===== src/common/uart_cfg.svh =====
/*
  register addresses, bit positions, the data reset value and timing counts of the
  serial port. assumes an 8-bit special-function bus and a secondary bus.
*/
`ifndef UART_CFG_SVH
`define UART_CFG_SVH
// ****************
// addresses and the data reset value
// ****************
`define ADR_BDH 8'h60
`define ADR_BDL 8'h61
`define ADR_FLAGS 8'h98
`define ADR_C2 8'hba
`define ADR_C3 8'hbb
`define ADR_S2 8'hbc
`define ADR_DATA 8'hbd
`define ADR_CLR 8'hc2
`define ADR_C1 8'hed
`define RST_DATA 8'hff
// ****************
// bit positions
// ****************
`define F_TE 7
`define F_TF 6
`define F_RI 5
`define F_IDLE 4
`define F_OR 3
`define F_NF 2
`define F_FE 1
`define F_PE 0
`define C2_TE 3
`define C2_RE 2
`define C2_RWU 1
`define C2_BRK 0
`define C3_DIR 5
`define C3_TINV 4
`define C3_RINV 3
`define C3_RWUIDLE 2
`define C3_IDLESEL 1
`define C3_WAKE 0
`define S2_BRK_IE 3
`define S2_EDGE_IE 2
`define S2_LONG 1
`define S2_BRK_EN 0
`define C1_LOOP 7
`define C1_STOP2 6
`define C1_SINGLE 5
`define C1_NINE 4
`define C1_PEN 3
`define C1_ODD 2
`define C1_EN 0
// ****************
// bit-time and sample-tick counts
// ****************
`define CHAR_LEN 4'ha
`define BRK_TX_LONG 4'hd
`define BRK_RX_LEN 4'hb
`define DATA_BITS 4'h8
`define RT_START 4'h2
`define RT_S1 4'h8
`define RT_S2 4'h9
`define RT_S3 4'ha
`define RT_LAST 4'hf
`define EDGE_ONES 2'h3
`endif


===== src/common/uart_pkg.sv =====
/*
  types of the serial port: state encodings and the packed state record.
  assumes uart_cfg.svh carries all numbers.
*/
package uart_pkg;
  typedef enum logic [3:0] {
    RX_IDLE = 4'h1,
    RX_START = 4'h2,
    RX_DATA = 4'h4,
    RX_STOP = 4'h8
  } rx_state_t;
  typedef enum logic [1:0] {
    TX_IDLE = 2'h1,
    TX_SHIFT = 2'h2
  } tx_state_t;
  typedef struct packed {
    logic [4:0] bdh;
    logic [7:0] bdl, c1, c2, c3, flags, rxbuf, rdata;
    logic [3:0] s2;
    logic brk_if, edge_if, rx_ninth_bit, irq, txd, txd_oe_n;
    logic [2:0] sync, samp;
    logic lvl, rx_prev, noise, armed, brk_pend;
    logic [1:0] ones;
    rx_state_t rxst;
    logic [3:0] rt, bitn, icnt, bcnt;
    logic [8:0] rxsr;
    tx_state_t txst;
    logic [3:0] txrt, txn;
    logic [11:0] txsr;
  } main_state_t;
endpackage


===== src/hdl/uart_baud.sv =====
/*
  sixteen-times baud tick generator.
  assumes a static divisor; zero stops the tick.
*/
module uart_baud #(
  parameter int DIV_W = 13
) (
  input wire logic sys_clk_i,
  input wire logic rst_i,
  input wire logic en_i,
  input wire logic [DIV_W-1:0] div_i,
  output logic tick16_o
);
  typedef struct packed {
    logic [DIV_W-1:0] cnt;
    logic tick;
  } baud_state_t;
  baud_state_t q, ns;
  always_comb
  begin
    ns = q;
    ns.tick = 1'b0;
    if (!en_i || div_i == '0)
      ns.cnt = '0;
    else if (q.cnt >= div_i - DIV_W'(1))
    begin
      ns.cnt = '0;
      ns.tick = 1'b1;
    end
    else
      ns.cnt = q.cnt + DIV_W'(1);
  end
  always_ff @(posedge sys_clk_i)
    if (rst_i)
      q <= '0;
    else
      q <= ns;
  assign tick16_o = q.tick;
endmodule


===== src/hdl/uart_buf2.sv =====
/*
  two-entry buffer with valid and ready on both sides.
  assumes flush is a level that empties it.
*/
module uart_buf2 #(
  parameter int W = 9
) (
  input wire logic sys_clk_i,
  input wire logic rst_i,
  input wire logic flush_i,
  input wire logic in_valid_i,
  output logic in_ready_o,
  input wire logic [W-1:0] in_data_i,
  output logic out_valid_o,
  input wire logic out_ready_i,
  output logic [W-1:0] out_data_o
);
  typedef struct packed {
    logic [1:0][W-1:0] mem;
    logic wr, rd;
    logic [1:0] cnt;
  } buf_state_t;
  buf_state_t q, ns;
  logic push, pop;
  assign in_ready_o = q.cnt != 2'h2;
  assign out_valid_o = q.cnt != 2'h0;
  assign out_data_o = q.mem[q.rd];
  assign push = in_valid_i & in_ready_o;
  assign pop = out_valid_o & out_ready_i;
  always_comb
  begin
    ns = q;
    if (push)
      ns.mem[q.wr] = in_data_i;
    ns.wr = q.wr ^ push;
    ns.rd = q.rd ^ pop;
    case ({push, pop})
      2'b10: ns.cnt = q.cnt + 2'h1;
      2'b01: ns.cnt = q.cnt - 2'h1;
      default: ns.cnt = q.cnt;
    endcase
    if (flush_i)
    begin
      ns.cnt = 2'h0;
      ns.wr = 1'b0;
      ns.rd = 1'b0;
    end
  end
  always_ff @(posedge sys_clk_i)
    if (rst_i)
      q <= '0;
    else
      q <= ns;
endmodule


===== src/hdl/uart_regs.sv =====
/*
  serial port: registers, flags, transmitter, receiver, break and idle logic.
  assumes the processor strobes one register access per cycle; pins are
  asynchronous and pass a three-stage synchroniser.
*/
`include "uart_cfg.svh"
module uart_regs (
  input wire logic sys_clk_i,
  input wire logic rst_i,
  input wire logic xbus_sel_i,
  input wire logic [7:0] reg_addr_i,
  input wire logic reg_wr_i,
  input wire logic reg_rd_i,
  input wire logic [7:0] reg_wdata_i,
  output logic [7:0] reg_rdata_o,
  input wire logic rxd_i,
  input wire logic txd_i,
  output logic txd_o,
  output logic txd_oe_n_o,
  output logic irq_o
);
  uart_pkg::main_state_t q, ns;
  logic tick, sfr_wr, sfr_rd, sec_wr, sec_rd, nine, two, single, loop;
  logic pin_raw, rx_in, maj, noisy, standby, tx_par, idle_hit;
  logic buf_in_valid, buf_in_ready, buf_out_valid, buf_pop;
  logic [2:0] s3;
  logic [8:0] buf_out, d9;
  logic [7:0] tx_byte;
  logic [3:0] idle_len, brk_rx_len;

  function automatic logic [3:0] frame_len(input logic [3:0] base, input logic n,
                                           input logic t);
    frame_len = base + {3'h0, n} + {3'h0, t};
  endfunction

  function automatic logic par_of(input logic [7:0] d, input logic n, input logic odd);
    par_of = (n ? ^d : ^d[6:0]) ^ odd;
  endfunction

  // ****************
  // decode
  // ****************
  assign sfr_wr = reg_wr_i & ~xbus_sel_i;
  assign sfr_rd = reg_rd_i & ~xbus_sel_i;
  assign sec_wr = reg_wr_i & xbus_sel_i;
  assign sec_rd = reg_rd_i & xbus_sel_i;
  assign nine = q.c1[`C1_NINE];
  assign two = q.c1[`C1_STOP2];
  assign single = q.c1[`C1_SINGLE];
  assign loop = q.c1[`C1_LOOP];
  assign standby = q.c2[`C2_RWU];
  assign idle_len = frame_len(`CHAR_LEN, nine, two);
  assign brk_rx_len = frame_len(`BRK_RX_LEN, nine, two);

  // ****************
  // line paths
  // ****************
  assign pin_raw = (loop & single) ? txd_i : rxd_i;
  // in single-wire output mode the receiver hears its own transmitter
  assign rx_in = ((loop & (~single | q.c3[`C3_DIR])) ? q.txd : q.lvl)
                 ^ q.c3[`C3_RINV];
  assign s3 = {q.samp[1:0], rx_in};
  assign maj = (s3[0] & s3[1]) | (s3[0] & s3[2]) | (s3[1] & s3[2]);
  assign noisy = ~(&s3 | ~|s3);
  assign d9 = nine ? q.rxsr : {1'b0, q.rxsr[8:1]};

  // ****************
  // baud and transmit buffer
  // ****************
  uart_baud #(.DIV_W(13)) baud_gen (
    .sys_clk_i(sys_clk_i),
    .rst_i(rst_i),
    .en_i(q.c1[`C1_EN]),
    .div_i({q.bdh, q.bdl}),
    .tick16_o(tick)
  );

  assign buf_in_valid = sfr_wr & (reg_addr_i == `ADR_DATA);
  assign buf_pop = tick & (q.txst == uart_pkg::TX_IDLE) & q.c2[`C2_TE] & ~q.brk_pend;
  assign tx_par = par_of(buf_out[7:0], nine, q.c1[`C1_ODD]);
  assign tx_byte = (q.c1[`C1_PEN] & ~nine) ? {tx_par, buf_out[6:0]} : buf_out[7:0];

  // a stalled shifter holds words here; writes beyond two are refused
  uart_buf2 #(.W(9)) tx_buf (
    .sys_clk_i(sys_clk_i),
    .rst_i(rst_i),
    .flush_i(~q.c2[`C2_TE]),
    .in_valid_i(buf_in_valid),
    .in_ready_o(buf_in_ready),
    .in_data_i({q.c3[6], reg_wdata_i}),
    .out_valid_o(buf_out_valid),
    .out_ready_i(buf_pop),
    .out_data_o(buf_out)
  );

  // ****************
  // next state
  // ****************
  always_comb
  begin
    ns = q;
    idle_hit = 1'b0;
    ns.sync = {q.sync[1:0], pin_raw};
    if (q.sync[1] == q.sync[2])
      ns.lvl = q.sync[2];
    ns.rx_prev = rx_in;
    ns.txd_oe_n = loop & ~(single & q.c3[`C3_DIR]);
    // software writes come first so that hardware sets win
    if (sfr_wr)
    begin
      case (reg_addr_i)
        `ADR_C2:
        begin
          if (q.c2[`C2_BRK] && !reg_wdata_i[`C2_BRK])
            ns.brk_pend = 1'b1;
          ns.c2 = reg_wdata_i;
        end
        `ADR_C3: ns.c3 = reg_wdata_i;
        `ADR_S2:
        begin
          ns.s2 = reg_wdata_i[3:0];
          if (reg_wdata_i[7])
            ns.brk_if = 1'b0;
          if (reg_wdata_i[6])
            ns.edge_if = 1'b0;
        end
        `ADR_CLR: ns.flags = q.flags & ~reg_wdata_i;
        `ADR_C1: ns.c1 = reg_wdata_i;
        default: ;
      endcase
    end
    if (sec_wr && reg_addr_i == `ADR_BDH)
      ns.bdh = reg_wdata_i[4:0];
    if (sec_wr && reg_addr_i == `ADR_BDL)
      ns.bdl = reg_wdata_i;
    if (sfr_rd)
    begin
      case (reg_addr_i)
        `ADR_FLAGS: ns.rdata = q.flags;
        `ADR_C2: ns.rdata = q.c2;
        `ADR_C3: ns.rdata = {q.rx_ninth_bit, q.c3[6:0]};
        `ADR_S2: ns.rdata = {q.brk_if, q.edge_if, q.rxst != uart_pkg::RX_IDLE, 1'b0, q.s2};
        `ADR_DATA:
        begin
          ns.rdata = q.rxbuf;
          ns.flags[`F_RI] = 1'b0;
        end
        `ADR_CLR: ns.rdata = 8'h00;
        `ADR_C1: ns.rdata = q.c1;
        default: ns.rdata = 8'h00;
      endcase
    end
    if (sec_rd)
      ns.rdata = (reg_addr_i == `ADR_BDH) ? {3'h0, q.bdh} :
                 (reg_addr_i == `ADR_BDL) ? q.bdl : 8'h00;

    // ****************
    // receiver
    // ****************
    if (!q.c2[`C2_RE])
    begin
      ns.rxst = uart_pkg::RX_IDLE;
      ns.ones = 2'h0;
      ns.icnt = 4'h0;
      ns.bcnt = 4'h0;
    end
    else
    begin
      if (q.rx_prev && !rx_in)
        ns.edge_if = 1'b1;
      if (tick)
      begin
        ns.rt = q.rt + 4'h1;
        if (q.rt == `RT_S1 || q.rt == `RT_S2 || q.rt == `RT_S3)
          ns.samp = s3;
        // idle counting: origin after stop bit only counts outside frames
        if (!rx_in)
          ns.icnt = 4'h0;
        else if (q.rt == `RT_LAST && q.icnt != idle_len &&
                 (!q.c3[`C3_IDLESEL] || q.rxst == uart_pkg::RX_IDLE))
        begin
          ns.icnt = q.icnt + 4'h1;
          idle_hit = (q.icnt + 4'h1) == idle_len;
        end
        if (idle_hit)
        begin
          if (standby && !q.c3[`C3_WAKE])
            ns.c2[`C2_RWU] = 1'b0;
          if (q.armed && (!standby || q.c3[`C3_RWUIDLE]))
            ns.flags[`F_IDLE] = 1'b1;
          ns.armed = 1'b0;
        end
        // break: consecutive low bit times, a high level restarts the count
        if (rx_in)
          ns.bcnt = 4'h0;
        else if (q.rt == `RT_LAST && q.bcnt != brk_rx_len)
        begin
          ns.bcnt = q.bcnt + 4'h1;
          if ((q.bcnt + 4'h1) == brk_rx_len && q.s2[`S2_BRK_EN])
            ns.brk_if = 1'b1;
        end
        case (q.rxst)
          uart_pkg::RX_IDLE:
          begin
            if (rx_in)
              ns.ones = (q.ones == `EDGE_ONES) ? q.ones : q.ones + 2'h1;
            else
            begin
              ns.ones = 2'h0;
              if (q.ones == `EDGE_ONES)
              begin
                ns.rxst = uart_pkg::RX_START;
                ns.rt = `RT_START;
                ns.noise = 1'b0;
                ns.bitn = 4'h0;
              end
            end
          end
          uart_pkg::RX_START:
          begin
            if (q.rt == `RT_S3)
            begin
              ns.rxst = maj ? uart_pkg::RX_IDLE : uart_pkg::RX_DATA;
              ns.noise = noisy;
            end
          end
          uart_pkg::RX_DATA:
          begin
            if (q.rt == `RT_S3)
            begin
              ns.rxsr = {maj, q.rxsr[8:1]};
              ns.bitn = q.bitn + 4'h1;
              ns.noise = q.noise | noisy;
              if ((q.bitn + 4'h1) == (`DATA_BITS + {3'h0, nine}))
                ns.rxst = uart_pkg::RX_STOP;
            end
          end
          uart_pkg::RX_STOP:
          begin
            if (q.rt == `RT_S3)
            begin
              ns.rxst = uart_pkg::RX_IDLE;
              // standby drops characters until an address mark arrives, or with idle wake until an idle line clears it
              if (!standby || (q.c3[`C3_WAKE] && (nine ? d9[8] : d9[7])))
              begin
                ns.c2[`C2_RWU] = 1'b0;
                ns.armed = 1'b1;
                if (ns.flags[`F_RI])
                  ns.flags[`F_OR] = 1'b1;
                else
                begin
                  ns.rxbuf = d9[7:0];
                  ns.rx_ninth_bit = d9[8];
                  ns.flags[`F_RI] = 1'b1;
                  if (q.noise | noisy)
                    ns.flags[`F_NF] = 1'b1;
                  if (!maj)
                    ns.flags[`F_FE] = 1'b1;
                  if (q.c1[`C1_PEN] && ((nine ? d9[8] : d9[7]) !=
                      par_of(d9[7:0], nine, q.c1[`C1_ODD])))
                    ns.flags[`F_PE] = 1'b1;
                end
              end
            end
          end
          default: ns.rxst = uart_pkg::RX_IDLE;
        endcase
      end
    end

    // ****************
    // transmitter
    // ****************
    if (tick)
    begin
      case (q.txst)
        uart_pkg::TX_IDLE:
        begin
          ns.txrt = 4'h0;
          if (q.c2[`C2_TE] && q.brk_pend)
          begin
            ns.txsr = 12'h000;
            ns.txn = frame_len(q.s2[`S2_LONG] ? `BRK_TX_LONG : `CHAR_LEN, nine, two);
            ns.brk_pend = 1'b0;
            ns.txst = uart_pkg::TX_SHIFT;
          end
          else if (buf_pop && buf_out_valid)
          begin
            ns.txsr = {2'b11, nine ? (q.c1[`C1_PEN] ? tx_par : buf_out[8]) : 1'b1,
                       tx_byte, 1'b0};
            ns.txn = frame_len(`CHAR_LEN, nine, two);
            ns.txst = uart_pkg::TX_SHIFT;
          end
        end
        uart_pkg::TX_SHIFT:
        begin
          // a started character finishes even if the transmitter is switched off
          ns.txrt = q.txrt + 4'h1;
          if (q.txrt == `RT_LAST)
          begin
            ns.txsr = {q.txsr[11], q.txsr[11:1]};
            ns.txn = q.txn - 4'h1;
            if (q.txn == 4'h1)
              ns.txst = uart_pkg::TX_IDLE;
          end
        end
        default: ns.txst = uart_pkg::TX_IDLE;
      endcase
    end
    ns.txd = ((ns.txst == uart_pkg::TX_SHIFT) ? ns.txsr[0] : 1'b1)
             ^ q.c3[`C3_TINV];
    // these two follow their condition, so a clear only holds while it is false
    ns.flags[`F_TE] = q.c2[`C2_TE] & buf_in_ready;
    ns.flags[`F_TF] = q.c2[`C2_TE] & (q.txst == uart_pkg::TX_IDLE) & ~buf_out_valid
                      & ~q.brk_pend;
    ns.irq = |(ns.flags[7:4] & ns.c2[7:4]) |
             (ns.brk_if & ns.s2[`S2_BRK_IE]) | (ns.edge_if & ns.s2[`S2_EDGE_IE]);
  end

  // ****************
  // state register
  // ****************
  always_ff @(posedge sys_clk_i)
  begin
    if (rst_i)
    begin
      q <= '0;
      q.rxbuf <= `RST_DATA;
      q.rdata <= `RST_DATA;
      q.txd <= 1'b1;
      q.sync <= 3'h7;
      q.lvl <= 1'b1;
      q.rx_prev <= 1'b1;
      q.rxst <= uart_pkg::RX_IDLE;
      q.txst <= uart_pkg::TX_IDLE;
    end
    else
      q <= ns;
  end

  assign reg_rdata_o = q.rdata;
  assign txd_o = q.txd;
  assign txd_oe_n_o = q.txd_oe_n;
  assign irq_o = q.irq;
endmodule


===== config.mk =====
export PLATFORM = sky130hd
export DESIGN_NAME = uart_regs
export DESIGN_NICKNAME = d
export VERILOG_FILES = /design/src/common/uart_pkg.sv /design/src/hdl/uart_baud.sv /design/src/hdl/uart_buf2.sv /design/src/hdl/uart_regs.sv
export VERILOG_INCLUDE_DIRS = /design/src /design/src/common
export SDC_FILE = /design/constraint.sdc
export NUM_CORES = 1
export LEC_CHECK = 0
export BUFFER_PORTS_ARGS = -buffer_cell sky130_fd_sc_hd__buf_2
export CORE_UTILIZATION = 25
export CTS_BUF_LIST = sky130_fd_sc_hd__clkbuf_2 sky130_fd_sc_hd__clkbuf_4 sky130_fd_sc_hd__clkbuf_8
export DETAILED_ROUTE_END_ITERATION = 10
export GPL_TIMING_DRIVEN = 0
export PLACE_DENSITY = 0.48
export SETUP_SLACK_MARGIN = 0.02
export SLEW_MARGIN = 0
export SYNTH_ARGS = -nofsm -noshare
export SYNTH_HDL_FRONTEND = slang
export SYNTH_HIERARCHICAL = 1
export SYNTH_SLANG_ARGS = --single-unit

===== constraint.sdc =====
create_clock -name sys_clk_i -period 5 [get_ports sys_clk_i]
set_clock_uncertainty 0.05 [all_clocks]
set_input_delay 0.25 -clock sys_clk_i [delete_from_list [all_inputs] [get_ports sys_clk_i]]
set_output_delay 0.25 -clock sys_clk_i [all_outputs]
set_load 0.02 [all_outputs]

---- Word-level counts from Yosys, hierarchy flattened ----
Index checks and enable logic that the tools add are counted.
operators by class
  add/sub/neg operators ................... 18
  multipliers ............................. 0
  divide/modulo/power cells ............... 0
  magnitude comparators ................... 4
  equal/unequal tests ..................... 44
  shifts and indexed selects .............. 0
  muxes and demuxes ....................... 112
  bitwise logic cells ..................... 51
  reductions and logical operators ........ 65
operators by type and width
  operator                                              number
  two-way mux 8 bit                                     8
  two-way mux 12 bit                                    5
  two-way mux 1 bit                                     57
  equality test 8 bit (second input constant)           7
  two-way mux 16 bit                                    3
  one-hot mux 8 bit (6 select lines)                    1
  two-way mux 4 bit                                     10
  one-hot mux 20 bit (2 select lines)                   1
  two-way mux 9 bit                                     4
  two-way mux 14 bit                                    2
  bitwise AND 1 bit                                     24
  equality test 4 bit (second input constant)           6
  two-way mux 24 bit                                    1
  two-way mux 22 bit                                    1
  adder 4 x 1 -> 4 bit (second input constant)          5
  bitwise mux 18 bit                                    1
  adder 4 x 1 -> 4 bit                                  4
  equality test 8 x 7 -> 1 bit (second input constant)  2
  inequality test 2 bit (second input constant)         8
  one-hot mux 4 bit (4 select lines)                    1
  AND reduction 2 bit                                   8
  XOR reduction 8 bit                                   2
  logical AND 1 bit                                     15
  AND reduction 7 bit                                   2
  47 further kinds                                      116
word-level totals
  register bits ........................... 170
  latch bits .............................. 0
  RAM bits ................................ 0
  ROM bits ................................ 0
  input port bits ......................... 23
  output and inout port bits .............. 11
  logic and storage cells ................. 338
  memories ................................ 0

---- Logic depth before layout (Yosys ltp) ----
  depth after elaboration ................. 21
  mapped depth ............................ 12
  mapped depth without buffers ............ 11

---- Cells and area by module ----
The synthesis kept the hierarchy.
by module, submodules not included
  module     instances  cells an instance  area each (µm²)  seq. area each (µm²)
  uart_regs  1          783                6,909.1          2,662.6
  uart_baud  1          140                1,162.4          280.3
  uart_buf2  1          90                 942.2            440.4

---- Worst setup path before layout ----
No wires, ideal clock.
  path kind ............................... register to register
  from .................................... register q[129] (netlist name)
  to ...................................... register baud_gen/q[10] (netlist name)
  library setup time ...................... 0.114 ns
  arrival ................................. 2.390 ns
  data required time ...................... 4.836 ns
  slack ................................... 2.446 ns
  stages on the path, launching flop included .. 12
  path buffers ............................ 1
  clock period less this slack ............ 2.554 ns
  cell sequence ........................... dfxtp_1 -> or4_4 -> nor2_4 -> nand3_1 -> xnor2_1 -> ha_1 -> nand4_1 -> nor4_1 -> nor3_1 -> o211ai_1 -> buf_4 -> nor2_1
RTL lines
  item                  line             RTL
  end signal, assigned  uart_baud.sv:37  q <= ns;
  end, declared         uart_baud.sv:18  baud_state_t q, ns;

==> results.toml <==
[final_layout]
regArea_um2 = 3380
num_antenna_cells = 0
area_delta_synth_final_pct = 12.4
multiInputGateArea_um2 = 5230
drive_gt1_share_pct = 11.2
final_nets = 1124
fillers = 3791

[synth]
synth_warnings = 6
synthArstFlopShare_pct = 0
synth-main-ff-cell = "dfxtp_1"
netlist_area_um2 = 9010
synth_fp_nets = 1073
yosysUniqueCellTypes = 87
ys_seq_area_share_pct = 37.5
syn_inst = 1013
synth_area_leaders = "dfxtp_1 (38%), mux2i_1 (9.7%), nor2_1 (6.2%)"
postSynthAreaPerCell_um2 = 8.90
synth_seq_cells = 169
yosysTopAreaCellShare_pct = 37.5
yosys.area.top_type = "dfxtp_1"
synth_edf_count = 0

[sta]
worst_slew_pin_slew_ns = 0.952
tns_ns = 0
rsz0062_at_grt = "false"
min_period_over_period_pct = 61.3
max_slew_margin_pct = 36.2
post-route-min-period_ns = 3.07
final-max-slew-violation-count = 0
hold_violations = 0
fmax_ghz = 0.326
setup-violations-final = 0

[clock_network]
cts_made_buffers = 17
cts_root_buffer = "clkbuf_8"
clock_latency_ns = 0.45
clock_path_buffers = 2
ctsResizeCount = 0
cts_max_level = 4
path_clk_slew_ns = 0.10
cts-hold-fix-buffers = 0
cts_tree = "built"
post_cts_buffers = 0
cts.sink_count = 169

[global_route]
grt_pass1_vias = 6939
track_usage_pct = 14.3
grt_pass1_wl_mm = 40.5
antenna_found_initial = 0
grt_overflow_total = 0
grt_max_degree = 17

[power_and_ir_drop]
power_leakage_nw = 3.69
vdd_drop_max_mv = 0.179
power_mw = 2.45
powerDensity_nw_per_um2 = 242

[setup_path]
crit_arrival_ns = 3.37
cp_max_fo = 10
cp-start-kind = "flip-flop"
cp_data_required_time_ns = 5.31
cp-end-kind = "flip-flop"
critPathKind = "flip-flop to flip-flop"

[placement]
dp_hpwl_mm = 19.0
port-buffer-count = 32
place_congestion = 0.853

[floorplan]
die-height_um = 192
initial_utilization_pct = 25.4
die_area_um2 = 36800
num_io_pins = 34
coreArea_um2 = 35500
rows = 69
die_x_um = 192

[route]
ant_nets = 0
wl_mm = 25.9
first_pass_iters = 6
via_per_inst = 4.86
wire_per_inst_um = 16.8
via_count = 7477
drc = 0
initialDrtViolationCount = 501

[min_path]
min_path_type = "primary input to flip-flop"

[flow_run]
drv_cap = 0

[run_status]
status = "finished, final reports clean"
-- routing by layer --
layer | vias to the layer above | share of wire (%) | routed length [um] | global-route usage, %
met5 | - | 0 | 0 | 0
met4 | 0 | 1.0 | 262 | 3.14
li1 | 3726 | - | - | -
met3 | 14 | 3.7 | 952 | 2.54
met1 | 3580 | 51 | 13100 | 20.3
met2 | 157 | 45 | 11500 | 22.5
-- synth_stat cells (all sizes together), types with 6 or more instances --
master  instances
dfxtp         169
nor2          151
mux2i          87
nand2          63
a21oi          42
xnor2          37
ha             36
clkbuf         31
nand3          30
o21ai          29
inv            28
buf            25
nor3           24
xor2           22
nand2b         21
a211oi         20
a22oi          20
a221oi         10
mux2           10
nor2b          10
o22ai          10
nand4           9
a211o           8
and3            8
or3             7
nor3b           6
-- cells in the final DEF, fill, tap and decap left out, types with 9 or more instances in the layout --
cell      count
dfxtp_1     169
nor2_1      150
mux2i_1      87
nand2_1      57
a21oi_1      42
buf_2        38
xnor2_1      37
ha_1         36
clkbuf_1     30
nand3_1      30
o21ai_0      28
inv_1        27
xor2_1       22
nor3_1       21
nand2b_1     20
a211oi_1     20
a22oi_1      20
clkbuf_8     17
nor2b_1      10
o22ai_1      10
a221oi_1     10
mux2_2       10
nand4_1       9
buf_4         9
-- final timing paths --
check	start	to	slack [ns]	cells past startpoint
worst max-delay path	q[129]$_SDFFE_PP0P_	baud_gen/q[8]$_SDFF_PP0_	1.93	11
worst min-delay path	txd_i	ns[62]$_SDFF_PP1_	0.03	2
worst max register to register	q[129]$_SDFFE_PP0P_	baud_gen/q[8]$_SDFF_PP0_	1.93	11
worst min register to register	ns[62]$_SDFF_PP1_	ns[63]$_SDFF_PP1_	0.38	1
-- stage by stage --
stage	utilization, %	instance area [um^2]	worst slack, ns	hold WS, ns	instances
after floorplan	-	9010	2.45	0.273	1013
after global placement	27.5	9750	1.91	0.357	1506
after detailed placement	27.5	9750	1.96	0.356	1506
after CTS	28.6	10100	1.95	0.0125	1537
after global routing	28.6	10100	1.71	0.0140	1537
final	28.6	10100	1.93	0.0280	1537
-- registers in the layout, indices dropped and copies added, names as in the netlist, 2 cells and up --
register     cells
q              118
ns               2
reg_rdata_o      8
baud_gen/q      13
tx_buf/q        22
-- power by group --
part | total (mW) | internal (mW) | switching, mW | leakage [nW]
logic | 0.106 | 0.0325 | 0.0740 | 2.14
clock network | 0.989 | 0.445 | 0.543 | 0.193
registers | 1.35 | 1.35 | 0.00373 | 1.36
total | 2.45 | 1.83 | 0.621 | 3.69
-- logic make-up (layout without fill, tap and decap cells) --
logic type               count (synthesis)  count (layout)  share of synthesized area (%)
AND/OR/NAND/NOR                        375             375                           20.8
multiplexers                            97              97                           10.9
XOR/XNOR                                60              60                           5.98
flip-flops                             169             169                           37.5
buffers and inverters                   84             147                           4.43
adder cells (fa/ha/maj)                 38              38                           5.33
AO/OA/AOI/OAI                          190             190                           15.0
-- cell type report --
| cell class | instances | area share [%] |
|---|---|---|
| buffer | 56 | 2.90 |
| clock buffer | 17 | 2.31 |
| clock inverter | 14 | 1.46 |
| inverter | 28 | 1.04 |
| multi-input combinational | 760 | 51.6 |
| sequential | 169 | 33.4 |
| tap | 461 | 5.69 |
| timing repair buffer | 32 | 1.58 |
-- critical path, cell delays in order, from the launching register on --
cell,delay (ns)
dfxtp_1,0.40
or4_4,0.58
nor2_4,0.14
nand3_1,0.11
xnor2_1,0.16
ha_1,0.30
nand4_1,0.18
nor4_1,0.39
nor3_1,0.10
o211ai_1,0.23
buf_4,0.27
nor2_1,0.06
(Power assumes the default switching activity.)
